==> src/pwmaq_defines.svh <==
// register offsets, field positions and reset values of the pwm block
`ifndef PWMAQ_DEFINES_SVH
`define PWMAQ_DEFINES_SVH

// ==========================================================
// register byte offsets
`define PWMAQ_OFS_TB_CTRL   8'h00
`define PWMAQ_OFS_PERIOD    8'h04
`define PWMAQ_OFS_CMP_A     8'h08
`define PWMAQ_OFS_CMP_B     8'h0C
`define PWMAQ_OFS_CMP_CTRL  8'h10
`define PWMAQ_OFS_ACT_A     8'h14
`define PWMAQ_OFS_ACT_B     8'h18
`define PWMAQ_OFS_STATUS    8'h1C

// ==========================================================
// timebase_control fields
`define PWMAQ_TB_DIR_BIT    0
`define PWMAQ_TB_RUN_BIT    1
`define PWMAQ_TB_PERIOD_LOAD_SELECT_BIT  2

// compare_control fields
`define PWMAQ_CC_A_MODE_BIT 0
`define PWMAQ_CC_B_MODE_BIT 1
`define PWMAQ_CC_A_LOAD_BIT 2
`define PWMAQ_CC_B_LOAD_BIT 3

// status fields
`define PWMAQ_ST_DIR_BIT    16
`define PWMAQ_ST_OUTA_BIT   17
`define PWMAQ_ST_OUTB_BIT   18

// action field positions, two bits each
`define PWMAQ_ACT_ZERO      0
`define PWMAQ_ACT_PRD       2
`define PWMAQ_ACT_CAU       4
`define PWMAQ_ACT_CAD       6
`define PWMAQ_ACT_CBU       8
`define PWMAQ_ACT_CBD       10
`define PWMAQ_ACT_W         12

// ==========================================================
// reset values
`define PWMAQ_RST_TB_CTRL   3'h0
`define PWMAQ_RST_CMP_CTRL  4'h0
`define PWMAQ_RST_ACT       12'h000

`endif

==> src/pwmaq_pkg.sv <==
// types shared by the pwm action-qualifier block
package pwmaq_pkg;

    // ======================================================
    // per-event output action
    typedef enum logic [1:0] {
        PWMAQ_ACT_NONE   = 2'b00,
        PWMAQ_ACT_LOW    = 2'b01,
        PWMAQ_ACT_HIGH   = 2'b10,
        PWMAQ_ACT_INVERT = 2'b11
    } pwmaq_action_t;

    // counter mode
    typedef enum logic {
        PWMAQ_COUNT_UP_ONLY     = 1'b0,
        PWMAQ_COUNT_UP_THEN_DOWN = 1'b1
    } pwmaq_mode_t;

    // counter direction state
    typedef enum logic {
        PWMAQ_DIR_UP   = 1'b0,
        PWMAQ_DIR_DOWN = 1'b1
    } pwmaq_dir_t;

endpackage

==> src/pwmaq_top.sv <==
// pwm timebase, compare and action qualifier with apb registers
// Function
// - up mode period is period_value plus one
// - up-down mode period is twice period_value
// - pulse set at compare a, cleared compare b
// - toggle on zero inverts once per period
// - up-down set up, clear down, symmetric
// - output b cleared up, set down
// - set on a up, clear on b down
// - clear zero, set period gives 50% wave in up-down mode
// - compare uses active copies, never shadows
// - up mode wraps period to zero next tick
//
// Implementation choices: register access over APB and the register offsets.
`include "pwmaq_defines.svh"

module pwmaq_top
    import pwmaq_pkg::*;
#(
    parameter int CNT_W = 16
) (
    input  wire logic        pclk,     // system clock, also timebase tick
    input  wire logic        presetn,  // async reset, active low
    input  wire logic        ce,       // clock enable, freezes all state
    input  wire logic        psel,     // apb select
    input  wire logic        penable,  // apb access phase
    input  wire logic        pwrite,   // apb direction
    input  wire logic [7:0]  paddr,    // apb byte address
    input  wire logic [31:0] pwdata,   // apb write data
    output logic      [31:0] prdata,   // apb read data
    output logic             pready,   // apb ready
    output logic             pslverr,  // apb error, unmapped address
    output logic             output_a, // pwm output a
    output logic             output_b  // pwm output b
);

    // ======================================================
    // parameter check
    if (CNT_W < 2 || CNT_W > 16) begin : g_bad_width
        $error("CNT_W must lie between 2 and 16");
    end

    // ======================================================
    // state
    logic [2:0]              timebase_control;
    logic [3:0]              compare_control;
    logic [`PWMAQ_ACT_W-1:0] action_control_a;
    logic [`PWMAQ_ACT_W-1:0] action_control_b;
    logic [CNT_W-1:0]        period_shadow;
    logic [CNT_W-1:0]        period_value;
    logic [CNT_W-1:0]        cmp_a_shadow;
    logic [CNT_W-1:0]        compare_value_a;
    logic [CNT_W-1:0]        cmp_b_shadow;
    logic [CNT_W-1:0]        compare_value_b;
    logic [CNT_W-1:0]        timebase_count;
    pwmaq_dir_t              dir;

    // apply one action to the present output level
    function automatic logic act_apply(input logic cur,
                                       input logic [1:0] act);
        unique case (pwmaq_action_t'(act))
            PWMAQ_ACT_NONE:   act_apply = cur;
            PWMAQ_ACT_LOW:    act_apply = 1'b0;
            PWMAQ_ACT_HIGH:   act_apply = 1'b1;
            PWMAQ_ACT_INVERT: act_apply = ~cur;
        endcase
    endfunction

    // resolve all events of one tick; later events override earlier
    function automatic logic qualify(input logic cur,
                                     input logic [`PWMAQ_ACT_W-1:0] ctl,
                                     input logic [5:0] ev);
        logic v;
        v = cur;
        for (int i = 0; i < 6; i++) begin
            if (ev[i]) begin
                v = act_apply(v, ctl[2*i +: 2]);
            end
        end
        qualify = v;
    endfunction

    // ======================================================
    // apb decode
    wire         acc      = psel & penable;
    wire         done     = acc & pready;
    wire         wr_en    = done & pwrite;
    wire         mapped   = (paddr[1:0] == 2'b00) &&
                            (paddr <= `PWMAQ_OFS_STATUS);
    wire         wr_tb    = wr_en && paddr == `PWMAQ_OFS_TB_CTRL;
    wire         wr_prd   = wr_en && paddr == `PWMAQ_OFS_PERIOD;
    wire         wr_ca    = wr_en && paddr == `PWMAQ_OFS_CMP_A;
    wire         wr_cb    = wr_en && paddr == `PWMAQ_OFS_CMP_B;
    wire         wr_cc    = wr_en && paddr == `PWMAQ_OFS_CMP_CTRL;
    wire         wr_aa    = wr_en && paddr == `PWMAQ_OFS_ACT_A;
    wire         wr_ab    = wr_en && paddr == `PWMAQ_OFS_ACT_B;
    wire [CNT_W-1:0] wdat = pwdata[CNT_W-1:0];

    // read mux; unused upper bits read zero
    logic [31:0] rd_mux;
    always_comb begin
        rd_mux = 32'h0000_0000;
        unique case (paddr)
            `PWMAQ_OFS_TB_CTRL:  rd_mux[2:0] = timebase_control;
            `PWMAQ_OFS_PERIOD:   rd_mux[CNT_W-1:0] = period_shadow;
            `PWMAQ_OFS_CMP_A:    rd_mux[CNT_W-1:0] = cmp_a_shadow;
            `PWMAQ_OFS_CMP_B:    rd_mux[CNT_W-1:0] = cmp_b_shadow;
            `PWMAQ_OFS_CMP_CTRL: rd_mux[3:0] = compare_control;
            `PWMAQ_OFS_ACT_A:    rd_mux[`PWMAQ_ACT_W-1:0] = action_control_a;
            `PWMAQ_OFS_ACT_B:    rd_mux[`PWMAQ_ACT_W-1:0] = action_control_b;
            `PWMAQ_OFS_STATUS: begin
                rd_mux[CNT_W-1:0]         = timebase_count;
                rd_mux[`PWMAQ_ST_DIR_BIT]  = dir;
                rd_mux[`PWMAQ_ST_OUTA_BIT] = output_a;
                rd_mux[`PWMAQ_ST_OUTB_BIT] = output_b;
            end
            default:             rd_mux = 32'h0000_0000;
        endcase
    end

    // ======================================================
    // counter control decode
    wire run      = timebase_control[`PWMAQ_TB_RUN_BIT];
    wire updown   = timebase_control[`PWMAQ_TB_DIR_BIT] ==
                    PWMAQ_COUNT_UP_THEN_DOWN;
    wire at_zero  = timebase_count == '0;
    wire at_prd   = timebase_count == period_value;
    // effective direction: turning points count as their own slope
    wire going_up = !updown || (at_zero ? 1'b1 :
                    at_prd ? 1'b0 : dir == PWMAQ_DIR_UP);

    // next count: up mode wraps, up-down reverses at both ends
    logic [CNT_W-1:0] next_count;
    pwmaq_dir_t       next_dir;
    always_comb begin
        next_dir   = dir;
        next_count = timebase_count + 1'b1;
        if (!updown) begin
            next_dir = PWMAQ_DIR_UP;
            if (timebase_count >= period_value) begin
                next_count = '0;
            end
        end else if (at_prd && !at_zero) begin
            next_dir   = PWMAQ_DIR_DOWN;
            next_count = timebase_count - 1'b1;
        end else if (at_zero) begin
            next_dir   = PWMAQ_DIR_UP;
            next_count = at_prd ? '0 : timebase_count + 1'b1;
        end else if (dir == PWMAQ_DIR_DOWN) begin
            next_count = timebase_count - 1'b1;
        end
    end

    // ======================================================
    // events on the active copies, order zero..cbd
    wire match_a = timebase_count == compare_value_a;
    wire match_b = timebase_count == compare_value_b;
    wire [5:0] events = run ? {match_b & !going_up, match_b & going_up,
                               match_a & !going_up, match_a & going_up,
                               at_prd, at_zero} : 6'h00;

    // shadow load points: 0 loads at zero, 1 at period
    wire load_a = compare_control[`PWMAQ_CC_A_LOAD_BIT] ? at_prd : at_zero;
    wire load_b = compare_control[`PWMAQ_CC_B_LOAD_BIT] ? at_prd : at_zero;
    wire imm_a  = compare_control[`PWMAQ_CC_A_MODE_BIT];
    wire imm_b  = compare_control[`PWMAQ_CC_B_MODE_BIT];
    wire imm_p  = timebase_control[`PWMAQ_TB_PERIOD_LOAD_SELECT_BIT];

    // ======================================================
    // apb handshake: one wait state, data registered with ready
    always_ff @(posedge pclk or negedge presetn) begin
        if (!presetn) begin
            pready  <= 1'b0;
            prdata  <= 32'h0000_0000;
            pslverr <= 1'b0;
        end else if (ce) begin
            pready  <= acc & ~pready;
            prdata  <= (acc & ~pready & ~pwrite) ? rd_mux : 32'h0000_0000;
            pslverr <= acc & ~pready & ~mapped;
        end
    end

    // software-written control registers
    always_ff @(posedge pclk or negedge presetn) begin
        if (!presetn) begin
            timebase_control <= `PWMAQ_RST_TB_CTRL;
            compare_control  <= `PWMAQ_RST_CMP_CTRL;
            action_control_a <= `PWMAQ_RST_ACT;
            action_control_b <= `PWMAQ_RST_ACT;
            period_shadow    <= '0;
            cmp_a_shadow     <= '0;
            cmp_b_shadow     <= '0;
        end else if (ce) begin
            if (wr_tb) timebase_control <= pwdata[2:0];
            if (wr_cc) compare_control  <= pwdata[3:0];
            if (wr_aa) action_control_a <= pwdata[`PWMAQ_ACT_W-1:0];
            if (wr_ab) action_control_b <= pwdata[`PWMAQ_ACT_W-1:0];
            if (wr_prd) period_shadow   <= wdat;
            if (wr_ca) cmp_a_shadow     <= wdat;
            if (wr_cb) cmp_b_shadow     <= wdat;
        end
    end

    // active copies: immediate mode follows the shadow at once,
    // shadow mode waits for the load point so a period never sees
    // a half-updated compare
    always_ff @(posedge pclk or negedge presetn) begin
        if (!presetn) begin
            period_value    <= '0;
            compare_value_a <= '0;
            compare_value_b <= '0;
        end else if (ce) begin
            if (imm_p || (run && at_zero)) period_value <= period_shadow;
            if (imm_a || (run && load_a)) begin
                compare_value_a <= cmp_a_shadow;
            end
            if (imm_b || (run && load_b)) begin
                compare_value_b <= cmp_b_shadow;
            end
        end
    end

    // timebase counter, frozen while stopped
    always_ff @(posedge pclk or negedge presetn) begin
        if (!presetn) begin
            timebase_count <= '0;
            dir            <= PWMAQ_DIR_UP;
        end else if (ce && run) begin
            timebase_count <= next_count;
            dir            <= next_dir;
        end
    end

    // action qualifier: both outputs share one event vector
    always_ff @(posedge pclk or negedge presetn) begin
        if (!presetn) begin
            output_a <= 1'b0;
            output_b <= 1'b0;
        end else if (ce) begin
            output_a <= qualify(output_a, action_control_a, events);
            output_b <= qualify(output_b, action_control_b, events);
        end
    end

endmodule

==> config.mk <==
export PLATFORM = sky130hd
export DESIGN_NAME = pwmaq_top
export DESIGN_NICKNAME = d
export VERILOG_FILES = /design/src/pwmaq_pkg.sv /design/src/pwmaq_top.sv
export VERILOG_INCLUDE_DIRS = /design/src
export SDC_FILE = /design/constraint.sdc
export NUM_CORES = 1
export LEC_CHECK = 0
export BUFFER_PORTS_ARGS = -buffer_cell sky130_fd_sc_hd__buf_4
export CAP_MARGIN = 5
export CORE_AREA = 2 2 110 193
export DETAILED_ROUTE_END_ITERATION = 10
export DIE_AREA = 0 0 112 195
export GPL_ROUTABILITY_DRIVEN = 0
export PLACE_DENSITY = 0.66
export SYNTH_ARGS = -nofsm -noshare
export SYNTH_HDL_FRONTEND = slang
export SYNTH_SLANG_ARGS = --single-unit
==> constraint.sdc <==
create_clock -name pclk -period 4.05 [get_ports pclk]
set_clock_uncertainty 0.05 [all_clocks]
set_input_delay 0.6075 -clock pclk [delete_from_list [all_inputs] [get_ports pclk]]
set_output_delay 0.6075 -clock pclk [all_outputs]
set_load 0.03 [all_outputs]
* After elaboration in Yosys (flattened, before gate mapping)
Cells that the tools add are included.
Widths: inputs -> output; s select.
** Storage, ports and cells
- Register bits :: 180
** Cells by class
- $add $sub $neg :: 2
- $lt $le $gt $ge :: 2
- Equality and inequality tests :: 47
- Muxes and demuxes :: 54
- Bitwise operators :: 26
- Reduce and logical (&&, ||, !) cells :: 46
** Operator list (count)
- $mux 16 :: 6
- $eq 16x16->1 :: 3
- $eq 2x2->1 const B :: 24
- $pmux 1 s4 :: 12
- $pmux 8 s6 :: 1
- $eq 8x5->1 const B :: 4
- $mux 1 :: 29
- $logic_not 2->1 :: 13
- $eq 2x1->1 const B :: 12
- $pmux 3 s8 :: 1
- $reduce_and 2->1 :: 11
- $mux 19 :: 1
- $add 16x1->16 const B :: 1
- $eq 8x4->1 const B :: 2
- $ge 16x16->1 :: 1
- $logic_not 16->1 :: 1
- $not 1->1 :: 16
- $pmux 4 s4 :: 1
- $sub 16x1->16 const B :: 1
- $logic_and 1x1->1 :: 13
- $and 1x1->1 :: 10
- $eq 8x3->1 const B :: 1
- $le 8x5->1 const B :: 1
- $logic_not 8->1 :: 1
- 6 further kinds :: 11

* Depth between registers and ports, before layout
Gate-level depths: netlist (run 1).
- Depth in word-level cells :: 28
- Depth in mapped cells :: 13

* Worst setup path before layout (run 1)
OpenSTA, ideal clock, no wires.
- Path kind :: flip-flop to flip-flop
- From :: reg timebase_count[0]
- To :: reg output_b
- Library setup time :: 0.125 ns
- Arrival :: 2.475 ns
- Required time :: 3.875 ns
- Setup slack :: 1.400 ns
- Stages on the path, launching flop included :: 13
- Buffers on the path :: 2
- Period minus slack after synthesis :: 2.650 ns
- Path through :: dfrtp_1 > buf_2 > clkinv_2 > ha_1 > nand4_1 > nor4_4 > buf_2 > a31oi_1 > o21a_1 > nor3_1 > mux2i_1 > mux2i_1 > mux2_2
** On the way
- Cells in the longest elaborated chain, start to end :: 23
- Elaborated cells between the ends (all ways) :: 34
- Classes of those cells :: eq/ne: 3; mux: 19; bitwise: 9; reduce/logical: 3
** Ends and longest elaborated chain
- from (decl) :: RTL line pwmaq_top.sv:55 : logic [CNT_W-1:0] timebase_count;
- from (signal assigned) :: RTL line pwmaq_top.sv:229 : timebase_count <= next_count;
- $logic_not 16->1 :: RTL line pwmaq_top.sv:126 : wire at_zero = timebase_count == '0;
- $mux 6 (*) :: RTL line pwmaq_top.sv:158 : wire [5:0] events = run ? {match_b & !going_up, match_b & going_up,
- $mux 1 :: RTL line pwmaq_top.sv:76 : if (ev[i]) begin
- $mux 1 :: RTL line pwmaq_top.sv:239 : end else if (ce) begin
- $not 1->1 :: RTL line pwmaq_top.sv:65 : PWMAQ_ACT_INVERT: act_apply = ~cur;
- $pmux 1 s4 :: RTL line pwmaq_top.sv:61 : unique case (pwmaq_action_t'(act))
- $mux 1 :: RTL line pwmaq_top.sv:76
- $mux 1 :: RTL line pwmaq_top.sv:239
- (+7 left out)
- $mux 1 :: RTL line pwmaq_top.sv:239
- $not 1->1 :: RTL line pwmaq_top.sv:65
- $pmux 1 s4 :: RTL line pwmaq_top.sv:61
- $mux 1 :: RTL line pwmaq_top.sv:76
- $mux 1 :: RTL line pwmaq_top.sv:239
- $not 1->1 :: RTL line pwmaq_top.sv:65
- $pmux 1 s4 :: RTL line pwmaq_top.sv:61
- $mux 1 (*) :: RTL line pwmaq_top.sv:76
- to (signal assigned) :: RTL line pwmaq_top.sv:241 : output_b <= qualify(output_b, action_control_b, events);
- to (decl) :: RTL line pwmaq_top.sv:34 : output logic output_b
Every way passes the cells marked *; elsewhere a longest branch is shown, timed or not. The select of a mux whose other input is x is not followed.
A chain may end at the register's enable or synchronous reset.

* Worst setup path in the final report (run 1)
- From :: reg timebase_count[0]
- To :: reg timebase_count[15]
** On the way
- Cells in the longest elaborated chain, start to end :: 5
- Elaborated cells between the ends (all ways) :: 13
- Classes of those cells :: add/sub: 2; order compare: 1; eq/ne: 1; mux: 6; reduce/logical: 3
** Ends and longest elaborated chain
- $add 16x1->16, or another cell as far along :: RTL line pwmaq_top.sv:137, pwmaq_top.sv:148
- $mux 16, or another cell as far along :: RTL line pwmaq_top.sv:149 : end else if (dir == PWMAQ_DIR_DOWN) begin
- $mux 16 or $logic_and 1x1->1 (tied branches) :: RTL line pwmaq_top.sv:146, pwmaq_top.sv:143
- $mux 16 :: RTL line pwmaq_top.sv:143 : end else if (at_prd && !at_zero) begin
- $mux 16 (*) :: RTL line pwmaq_top.sv:138 : if (!updown) begin
Every way passes the cells marked *; elsewhere a longest branch is shown, timed or not.

==> results, run 1 <==
- The repair_antennas step left the layout with diodes totalling 0.
- After clock tree synthesis, the setup repair step added 0 buffers.
- The detail route stage leaves a number of antenna-violating nets equal to 0.
- For this run, the top clock speed supported by timing is 299 MHz.
- The count of buffers added on input and output ports is 52.
- The final standard cell count with taps included and fillers excluded is 1,142.
- Setup total negative slack on the finished layout was measured at 0 ps.
- Summed over all layers, the global routing overflow is 0.
- The worst register-to-register path has a setup slack of 700 ps.
- During synthesis, Yosys emitted a total of 0 warnings.
- The final hold violation count is 0.
- Across the run, the number of max-cap violations was 0.
- The number of clock sinks is 167.
- The floorplan step set the die width to 112 µm.
- The number of buffers and inverters on the critical path is 2.
- Counting along the longest clock path gives a buffer depth of 2.
- The worst-skew pair later-pin latency is 430 ps.
- The fraction of final layout cells sized beyond drive strength 1 is 0.275.
- The worst-case IR drop observed on VDD is 0.218 mV.
- Before CTS, the worst setup slack after placement is 761 ps.
- The class of the tightest hold or removal check is in -> async.
- The portion of synthesized cell area occupied by the leading cell type is 0.464.
- The count of cell types in the netlist is 67.
- The depth of the worst register-to-register path is 11.
- In this run the power spent charging and discharging nets is 752 µW.
- The power share of the combinational group is 0.042.
- The dominant delay contributor by cell family on the critical path is compound AO/OA/AOI/OAI gates.
- The endpoint arrival time on the critical path is 3580 ps.
- The worst setup path is captured at a register.
- The period utilization is 0.826.
- The HPWL after detailed placement is 18,300 µm.
- Setup slack on the critical path of the routed design comes to 704 ps.
- The first-iteration detailed-routing DRC count is 487.
- Setup repair after global routing left no endpoint under its margin.
- In the synthesized netlist the async set-or-reset flop fraction comes to 1.00.
- Relative to the synthesized area, the layout overhead comes to 13.9%.
- TritonCTS built the clock tree.
- The worst-case headroom to the max-slew limit is 0.381.
- In this run the clock root is driven by a sky130_fd_sc_hd__clkbuf_16.
- The critical path crosses 11 cells after its start point.
- The total placed cells including tap cells is 1,112.
- The core region is 0.0202 mm².
- Entering global routing, the biggest net connects 90 pins.
- The number of core rows is 69.
- The synthesized design spends more area on one cell type than any other, namely sky130_fd_sc_hd__dfrtp_1.
- Setup violations remaining at the end of the flow were counted as 0.
- The post-synthesis average cell area is 10.8 µm².
- The routed layout has 6,780 vias.
- The part of the power in registers is 0.499.
- Subtracting the final worst setup slack from the clock period gives 3350 ps.
- The proportion of total power due to net switching is 0.224.
- The number of register bits inferred by synthesis is 167.
- For this configuration, the core starts out at a cell density of 0.446.
- The sequential fraction of the synthesis area is 0.464.
- In this run, synthesis inferred 0 flip-flops with an integrated enable.
- The number of antenna violations at the first check in global routing is 0.
- The area of the die is 0.0218 mm².
- The global-route usage over all layers is 0.232.
- The cell area after placement is 0.00971 mm².
- In this run the critical register-to-register path is launched from timebase_count[0].
- The internal power of the cells totals 2.61 mW.
- STA puts the critical path data required time at 4290 ps.
- Of the total power, the clock network draws 0.459.
- The type of the worst setup path is reg -> reg.
- Synthesis produced a netlist whose cell count is 831.
- The number of clock buffers added by TritonCTS is 17.
- The final net count is 948.
- The final cell area excluding filler cells is 0.0103 mm².
- STA classifies the critical path startpoint as a register.
- The final max-slew violation count is 0.
- The leakage power is 4.89 nW.
- After detailed routing, the average wire length per cell comes to 21.9 µm.
- The actual slew at the worst max-slew pin is 927 ps.
- The cell that appears most often on the critical path is sky130_fd_sc_hd__o31ai_1.
- The endpoint of the worst-slack reg-to-reg timing path is timebase_count[15].
- The first global-routing pass estimated 38,800 µm of wire.
- Power spread over the standard cell area amounts to 327 mW/mm².
- Among all flip-flop cells after synthesis, the most frequent one is sky130_fd_sc_hd__dfrtp_1.
- The post-cts sizing count is 0.
- The hold-fix buffer count after cts is 0.
- The first-pass detailed-route iteration total is 5.
- Dividing the detail-routed via count by the number of cells gives 5.94.
- The longest individual stage delay on the worst path is 610 ps.
- The die outline height is 195 µm.
- Among all stages on the critical path, the largest delay is contributed by sky130_fd_sc_hd__a21oi_2.
- For this design the top-level I/O count stands at 82.
- The number of global-route vias before repair is 7,065.
- The critical path goes through clkinv_2, ha_1, nand4_1, nor4_4, buf_4, a21o_1, nor2_2, a21oi_2, a31oi_1, o31ai_1, o31ai_1.
- After clock tree synthesis, the clock-pin slew on the worst setup and hold paths is 70 ps.
- The routed wire length is 25,000 µm.
- The peak fanout along the critical path is 16.
- The synthesized cell area is 0.00901 mm².
- The commonest cells after synthesis are sky130_fd_sc_hd__dfrtp_1, sky130_fd_sc_hd__mux2_2, sky130_fd_sc_hd__nand2_1.
- The flow ran to the end, and the final reports show no timing, DRC or antenna violations.
- In the routed design, unresolved DRC markers number 0.
- The number of H-tree branching levels is 4.
- Yosys attributes the largest share of cell area to sky130_fd_sc_hd__dfrtp_1, sky130_fd_sc_hd__mux2_2, sky130_fd_sc_hd__ha_1.
- The worst hold margin is 201 ps.
- The cell with the most instances after synthesis is sky130_fd_sc_hd__dfrtp_1.
## power by group through the flow
| stage | combinational, mW | clock, mW | sequential [mW] |
|---|---|---|---|
| after floorplan | 0.0644 | 0 | 1.71 |
| after global placement | 0.141 | 0 | 1.71 |
| after detailed placement | 0.142 | 0 | 1.71 |
| after CTS | 0.142 | 1.57 | 1.68 |
| after global routing | 0.154 | 1.64 | 1.68 |
| final | 0.141 | 1.54 | 1.68 |
## cell families after synthesis
logic type | share of synthesized area
other | 0.000416
multiplexers | 0.194
adder cells (fa/ha/maj) | 0.0264
flip-flops | 0.464
AND/OR/NAND/NOR | 0.110
buffers and inverters | 0.0558
XOR/XNOR | 0.0350
AO/OA/AOI/OAI | 0.114
## registers in the layout (all words and copies together) (netlist names), 12 cells and up
| register | flops |
|---|---|
| action_control_a | 12 |
| action_control_b | 12 |
| cmp_a_shadow | 16 |
| cmp_b_shadow | 16 |
| compare_value_a | 16 |
| compare_value_b | 16 |
| period_shadow | 16 |
| period_value | 16 |
| prdata | 19 |
| timebase_count | 16 |
## cell type report
class	instances	area, µm²
clock buffers	22	484
clock inverters	8	73.8
fillers	1915	9930
inverters	48	181
multi-input cells	564	4390
flip-flops and latches	167	4180
well taps	248	310
repair buffers	85	654
## per-stage QoR
| stage | util | power, mW |
|---|---|---|
| finish | 0.508 | 3.36 |
| global route | 0.508 | 3.47 |
| CTS | 0.508 | 3.39 |
| detailed placement | 0.481 | 1.85 |
| global placement | 0.481 | 1.85 |
| floorplan | - | 1.77 |
## layer usage
metal  track usage  up-vias  wire length, µm
li1              -     3069                -
met1         0.250     3396             8990
met2         0.423      242            13500
met3        0.0360       73             1110
met4         0.140        0             1440
met5             0        -                0
## cell usage in the layout, fill, tap and decap left out, drive strengths merged, types with 5 or more instances in the layout
master  instances
a221o           9
xor2           18
nand4          12
a21o            6
nand2          56
and2            5
nor4           16
o21ai          26
a221oi         14
a22oi           7
ha             19
conb           13
nor2b           5
mux2i          23
nand3          15
mux2          133
nor2           46
clkbuf         22
clkinv          6
a21oi          35
nor3           14
o22ai          24
inv            47
buf            85
a31oi           6
xnor2          18
dfrtp         167
## how the worst max path moves through the flow
stage / from / end / slack, ps
CTS: timebase_count[0] / timebase_count[15] / 730
finish: timebase_count[0] / timebase_count[15] / 700
global placement: timebase_count[0] / timebase_count[15] / 790
floorplan: timebase_count[0] / output_b / 1400
global route: timebase_count[0] / timebase_count[15] / 440
detailed placement: timebase_count[0] / timebase_count[15] / 760
Power figures use the tool's default switching activity.
==> run 2: changes to the inputs <==
Settings changed: PLACE_DENSITY 0.66 to 0.69.
Clock period 4.05 ns to 2.95 ns, I/O delays scaled along.
==> results, run 2 (synthesis results as in run 1) <==
- The most common cell after layout, fill and taps aside is sky130_fd_sc_hd__dfrtp_1.
- Across all layers, the routed design uses 6,942 vias.
- The final max-slew violation count is 0.
- The worst setup path is captured at a register.
- The endpoint arrival time on the critical path is 3090 ps.
- The leakage power is 4.97 nW.
- Max-cap violations in this run came to 0.
- The initial cell density of the core is 0.446.
- The final net count is 966.
- The cell area power density is 440 mW/mm².
- Of the available clock period, the critical path in the final layout requires 0.956.
- The tightest min-delay check is of the in -> reg type.
- The remaining number of nets flagged by the antenna check after routing is 0.
- The run finished with clean final reports.
- In the layout the commonest cells are sky130_fd_sc_hd__dfrtp_1, sky130_fd_sc_hd__mux2_2, sky130_fd_sc_hd__buf_4.
- The number of antenna diodes in the final layout is 0.
- The number of buffers created by CTS is 17.
- Total power for the finished layout comes to 4.59 mW.
- The signal on the critical path passes through ha_1, nand4_1, nor4_4, buf_4, o211ai_2, buf_4, mux2_2, nand2_1, mux2i_1, mux2_2.
- At the pin with the least slew margin, the transition time is 916 ps.
- The power share of the combinational group is 0.044.
- For this block, the initial DRC count from the detailed router was 522.
- For this run, the slowest stage of the critical path takes 470 ps.
- The final hold violation count is 0.
- The share of total power dissipated in the clock network is 0.455.
- In the global route stage, overall resource usage came out at 0.235.
- The critical path is of the reg -> reg type.
- The number of core rows is 69.
- The number of antenna violations at the first check in global routing is 0.
- The total placed cells including tap cells is 1,129.
- The required time at the endpoint of the critical path is 3220 ps.
- Once the clock tree was built, the setup fixing pass inserted 0 buffers.
- Counting along the longest clock path gives a buffer depth of 2.
- Setup repair after global routing left no endpoint under its margin.
- In this run the tool buffered the top-level ports with 52 buffer cells.
- The routed via count divided by cell count is 5.98.
- The die covers 0.0218 mm².
- The number of endpoints failing setup at the final stage is 0.
- The standard cell with the maximum stage delay on the critical path is sky130_fd_sc_hd__dfrtp_1.
- The per-cell routed wire length is 21.6 µm.
- The maximum clock rate is 354 MHz.
- The TritonCTS clock tree is yes.
- The worst-skew pair later-pin latency is 430 ps.
- Across all setup checks in the final design, the least slack found is 128 ps.
- The number of filler instances in the final layout is 1,871.
- The clock slew seen by the registers of the worst setup and hold paths is 60 ps.
- At the end of the flow the core is filled with cells to 0.517.
- The worst setup path is launched from a register.
- The cell at the root of the clock tree is sky130_fd_sc_hd__clkbuf_16.
- The first-pass GRT wire length is 39,300 µm.
- The area growth from synthesis to layout is 15.8%.
- The register containing the most flip-flops in the final layout is prdata.
- In this run the worst path has a maximum fanout of 18.
- The flip-flop count of the largest register after layout is 19.
- The proportion of total power due to net switching is 0.233.
- In this run the count of I/O pins placed on the die edge is 82.
- For this run, the detailed router's first-pass iteration total came to 7.
- The worst-case headroom to the max-slew limit is 0.387.
- The HPWL after detailed placement is 18,800 µm.
- The final critical-path required period is 2820 ps.
- Counting every sink on the clock net gives 167.
- For this run, design rule violations remaining after detail routing come to 0.
- Prior to clock tree synthesis, the placed netlist has a worst setup slack of 163 ps.
- The die outline height is 195 µm.
- For the final routed database, the setup TNS stands at 0 ps.
- The cell-internal power is 3.52 mW.
- The total global routing overflow is 0.
- The final standard cell count with taps included and fillers excluded is 1,161.
- Of the cells placed in the final design, the portion with a size suffix greater than 1 is 0.291.
- Across the VDD grid, the largest voltage drop is 0.301 mV.
- The switching power total is 1.07 mW.
- The region available for standard cell placement spans 0.0202 mm².
- The routed wire length is 25,100 µm.
- The part of the power in registers is 0.501.
- The die is 112 µm wide.
- The number of H-tree branching levels is 4.
- Entering global routing, the biggest net connects 60 pins.
- The number of global-route vias before repair was 7,207.
==> run 2: cell types whose count changed in the layout (fill, tap and decap cells not counted) <==
cell,change
sky130_fd_sc_hd__clkinvlp_4,+2
sky130_fd_sc_hd__clkinv_2,+2
sky130_fd_sc_hd__buf_4,+14
sky130_fd_sc_hd__buf_12,+3
sky130_fd_sc_hd__a211oi_2,+1
sky130_fd_sc_hd__dlygate4sd3_1,+1
sky130_fd_sc_hd__clkbuf_1,-1
sky130_fd_sc_hd__a211oi_1,-1
sky130_fd_sc_hd__inv_6,+1
sky130_fd_sc_hd__clkbuf_8,-3
==> run 2: path summary, 6_finish.rpt <==
check	endpoint	startpoint	cells after the start	slack, ps
worst max-delay path	output_b	timebase_count[1]	10	130
worst min register to register	compare_value_a[13]	compare_value_a[13]	1	450
max in group asynchronous	pslverr	presetn	3	1630
min in group asynchronous	period_shadow[13]	presetn	2	490
worst max register to register	output_b	timebase_count[1]	10	130
worst min-delay path	period_shadow[12]	pwdata[12]	2	210
==> run 2: power by group through the flow <==
stage	clock network, mW	registers (mW)	logic, mW
after floorplan	0	2.35	0.0884
after global placement	0	2.34	0.200
after detailed placement	0	2.34	0.202
after CTS	2.12	2.30	0.204
after global routing	2.23	2.30	0.220
final	2.09	2.30	0.202
==> run 2: critical path: cells and delay by family (launching register included) <==
family / cells / cell delay [ps]
AO/OA/AOI/OAI: 1 / 330
adder cells (fa/ha/maj): 1 / 340
buffers and inverters: 2 / 530
flip-flops: 1 / 470
multiplexers: 3 / 700
AND/OR/NAND/NOR: 3 / 300
==> run 2: what timing repair did <==
action	in CTS	in global routing
gates resized for setup	0	1
hold endpoints to repair	56	0
hold buffers	1	0
setup endpoints to repair	0	4
==> run 2: layout make-up <==
class / count / area [µm²] / share of cell area
sequential: 167 / 4180 / 0.400
clock inverter: 13 / 108 / 0.0103
timing repair buffer: 103 / 830 / 0.0795
clock buffer: 18 / 439 / 0.0421
inverter: 48 / 181 / 0.0174
tap: 248 / 310 / 0.0297
multi-input combinational: 564 / 4390 / 0.421
==> run 2: per-stage QoR <==
| stage | instance area (µm²) | hold slack (ps) |
|---|---|---|
| 2_1_floorplan | 9060 | 96.9 |
| 3_3_place_gp | 9880 | 403 |
| 3_5_place_dp | 9880 | 405 |
| 4_1_cts | 10400 | 200 |
| 5_1_grt | 10400 | 203 |
| 6_report | 10400 | 214 |
==> run 2: metal layers <==
layer | part of all wire | vias to the layer above | GRT usage
met5 | 0 | - | 0
met4 | 0.078 | 0 | 0.182
met3 | 0.032 | 105 | 0.0313
met2 | 0.53 | 250 | 0.414
met1 | 0.36 | 3460 | 0.250
li1 | - | 3127 | -
==> run 3: changes to the inputs <==
Settings changed: CORE_AREA 2 2 110 193 to 2 2 101 176, DIE_AREA 0 0 112 195 to 0 0 103 178, PLACE_DENSITY 0.69 to 0.79.
==> results, run 3 (synthesis results as in run 1) <==
- The flow ran to the end, and the final reports show no timing, DRC or antenna violations.
- The setup check on the worst reg-to-reg path leaves a slack of 130 ps.
- The clock tree synthesis step divided the H-tree into 4 levels.
- The clock drives 167 sinks.
- The number of clock buffers added by TritonCTS is 17.
- Data on the critical path is required at its endpoint by 3210 ps.
- The width of the die is 103 µm.
- The core region is 0.0169 mm².
- Summing all placed instances gives a cell area of 0.00980 mm².
- Dividing the final minimum period by the clock period gives 0.955.
- The initialized floorplan defines 63 standard-cell rows.
- The share of total power dissipated in the clock network is 0.478.
- The endpoint arrival time on the critical path is 3080 ps.
- The die outline height is 178 µm.
- The most common cell after layout, fill and taps aside is sky130_fd_sc_hd__dfrtp_1.
- The startpoint of the most critical register-to-register path is period_value[4].
- The worst-case vdd ir drop is 0.366 mV.
- After clock tree synthesis, the clock-pin slew on the worst setup and hold paths is 70 ps.
- The register containing the most flip-flops in the final layout is prdata.
- The worst hold path begins at pwdata[12].
- The actual slew at the worst max-slew pin is 867 ps.
- In the final layout, the share of cells above drive strength 1 is 0.290.
- The final max-slew violation count was 0.
- The number of antenna diodes is 0.
- At the later pin of the worst-skew pair, clock insertion delay measures 440 ps.
- TritonCTS built the clock tree.
- In the layout the commonest cells are sky130_fd_sc_hd__dfrtp_1, sky130_fd_sc_hd__mux2_2, sky130_fd_sc_hd__buf_4.
- The per-cell routed wire length is 21.0 µm.
- Static timing analysis puts the maximum clock frequency at 355 MHz.
- The number of buffers inserted by port buffering is 52.
- The worst hold margin is 212 ps.
- The worst hold path passes through 2 cells.
- The terminating pin of the worst hold path is period_shadow[12].
- The final HPWL from detailed placement is 17,400 µm.
- The register with the most flip-flops in the layout has 19 of them.
- Headroom to the max-slew limit came out at 0.421.
- Measured on the finished design, the core utilization comes to 0.620.
- The cell at the root of the clock tree is sky130_fd_sc_hd__clkbuf_16.
- The final hold violation count came to 0.
- The via count is 6,902.
- The final net count is 959.
- The area of the die is 0.0183 mm².
- The global-route usage over all layers is 0.270.
- Counting cells, the worst reg-to-reg path comes to 10.
- Summed over all layers, the routed wires come to 23,800 µm.
- Dividing the detail-routed via count by the number of cells gives 6.09.
- The worst setup path is of the reg -> reg kind.
- Setup slack on the critical path of the routed design comes to 133 ps.
- Setup violations remaining at the end of the flow were counted as 0.
- The part of the power in registers is 0.480.
- The longest clock path from root to sink contains 2 buffers.
- The final cell area excluding filler cells is 0.0105 mm².
- The cell-internal power is 3.69 mW.
- The critical path capture point type is a register.
- The total global routing overflow is 0.
- The number of placed I/O pins is 82.
- The clock period could shrink to 2820 ps.
- The count of max-cap constraint violations is 0.
- The count of unresolved DRC violations after routing is 0.
- The area growth from synthesis to layout is 16.0%.
- The number of antenna violations at the first check in global routing was 0.
- Along the worst path, the maximum fanout reaches 5.
- The worst register-to-register path ends at output_a.
- The placement-stage worst setup slack is 56.6 ps.
- The setup TNS is 0 ps.
- The cell area power density is 458 mW/mm².
- The first-pass detailed-route iteration total is 6.
- The maximum number of pins on one net before global-route repair is 67.
- The remaining number of nets flagged by the antenna check after routing is 0.
- The first global-routing pass estimated 37,100 µm of wire.
- The number of global-route vias before repair is 6,878.
- For this design the static power due to leakage is 4.98 nW.
- Of the total power, combinational logic draws 0.042.
- For this configuration, the core starts out at a cell density of 0.534.
- The class of the tightest hold or removal check is in -> reg.
- The kind of launch point of the worst setup path is a register.
- Of the total power, the share spent switching nets is 0.229.
- The first-iteration detailed-routing DRC count is 686.
- The switching power total is 1.10 mW.
==> run 3: cell types whose count changed in the layout (fill, tap and decap cells not counted), moves of 2 or more <==
cell,delta
sky130_fd_sc_hd__clkinv_4,+3
sky130_fd_sc_hd__clkinvlp_4,-3
sky130_fd_sc_hd__inv_6,+2
sky130_fd_sc_hd__buf_4,-8
sky130_fd_sc_hd__clkinv_2,-3
sky130_fd_sc_hd__bufinv_16,+2
==> run 3: how the worst max path moves through the flow <==
stage	from	endpoint	slack, ps	depth (start not counted)
after detailed placement	period_value[11]	output_a	60	11
final	period_value[4]	output_a	130	10
after floorplan	timebase_count[0]	output_b	300	12
after global placement	period_value[11]	output_a	100	11
after global routing	period_value[4]	output_a	-40	10
after CTS	timebase_count[11]	output_b	30	10
==> run 3: routing by layer <==
metal	vias to the layer above	global-route usage	wire (µm)
met2	297	0.469	12700
met4	0	0.141	1230
li1	3109	-	-
met1	3422	0.315	8650
met5	-	0	0
met3	74	0.0431	1270
==> run 3: power by group through the flow <==
stage	registers (mW)	logic [mW]	clock network, mW
6_report	2.30	0.202	2.29
5_1_grt	2.30	0.220	2.40
4_1_cts	2.30	0.203	2.30
3_5_place_dp	2.34	0.202	0
3_3_place_gp	2.34	0.199	0
2_1_floorplan	2.35	0.0884	0
==> run 3: worst max-delay path: stages, from the launching register on <==
cell,delay (ps)
sky130_fd_sc_hd__dfrtp_1,360
sky130_fd_sc_hd__inv_1,50
sky130_fd_sc_hd__ha_1,330
sky130_fd_sc_hd__nand4_4,150
sky130_fd_sc_hd__or4_4,610
sky130_fd_sc_hd__a211oi_1,230
sky130_fd_sc_hd__mux2i_1,110
sky130_fd_sc_hd__a21boi_2,190
sky130_fd_sc_hd__mux2i_1,200
sky130_fd_sc_hd__mux2i_1,310
sky130_fd_sc_hd__mux2i_1,110
==> run 3: cell type report <==
cell class	count	area, µm²
Fill cell	1356	6410
Multi-Input combinational cell	564	4420
Sequential cell	167	4180
Timing Repair Buffer	96	790
Clock buffer	18	429
Tap cell	227	284
Inverter	48	181
Clock inverter	14	174
==> run 3: stage by stage <==
| step | power (mW) | instances |
|---|---|---|
| detailed placement | 2.54 | 1100 |
| CTS | 4.81 | 1133 |
| floorplan | 2.43 | 843 |
| global route | 4.92 | 1134 |
| global placement | 2.54 | 1100 |
| finish | 4.79 | 1134 |
==> run 3: what timing repair did <==
| item | 4_1_cts | 5_1_grt |
|---|---|---|
| setup buffers | 0 | 1 |
| endpoints found under the setup margin | 0 | 5 |
| hold buffers | 1 | 0 |
| hold endpoints to repair | 64 | 0 |
| gates resized for setup | 0 | 6 |
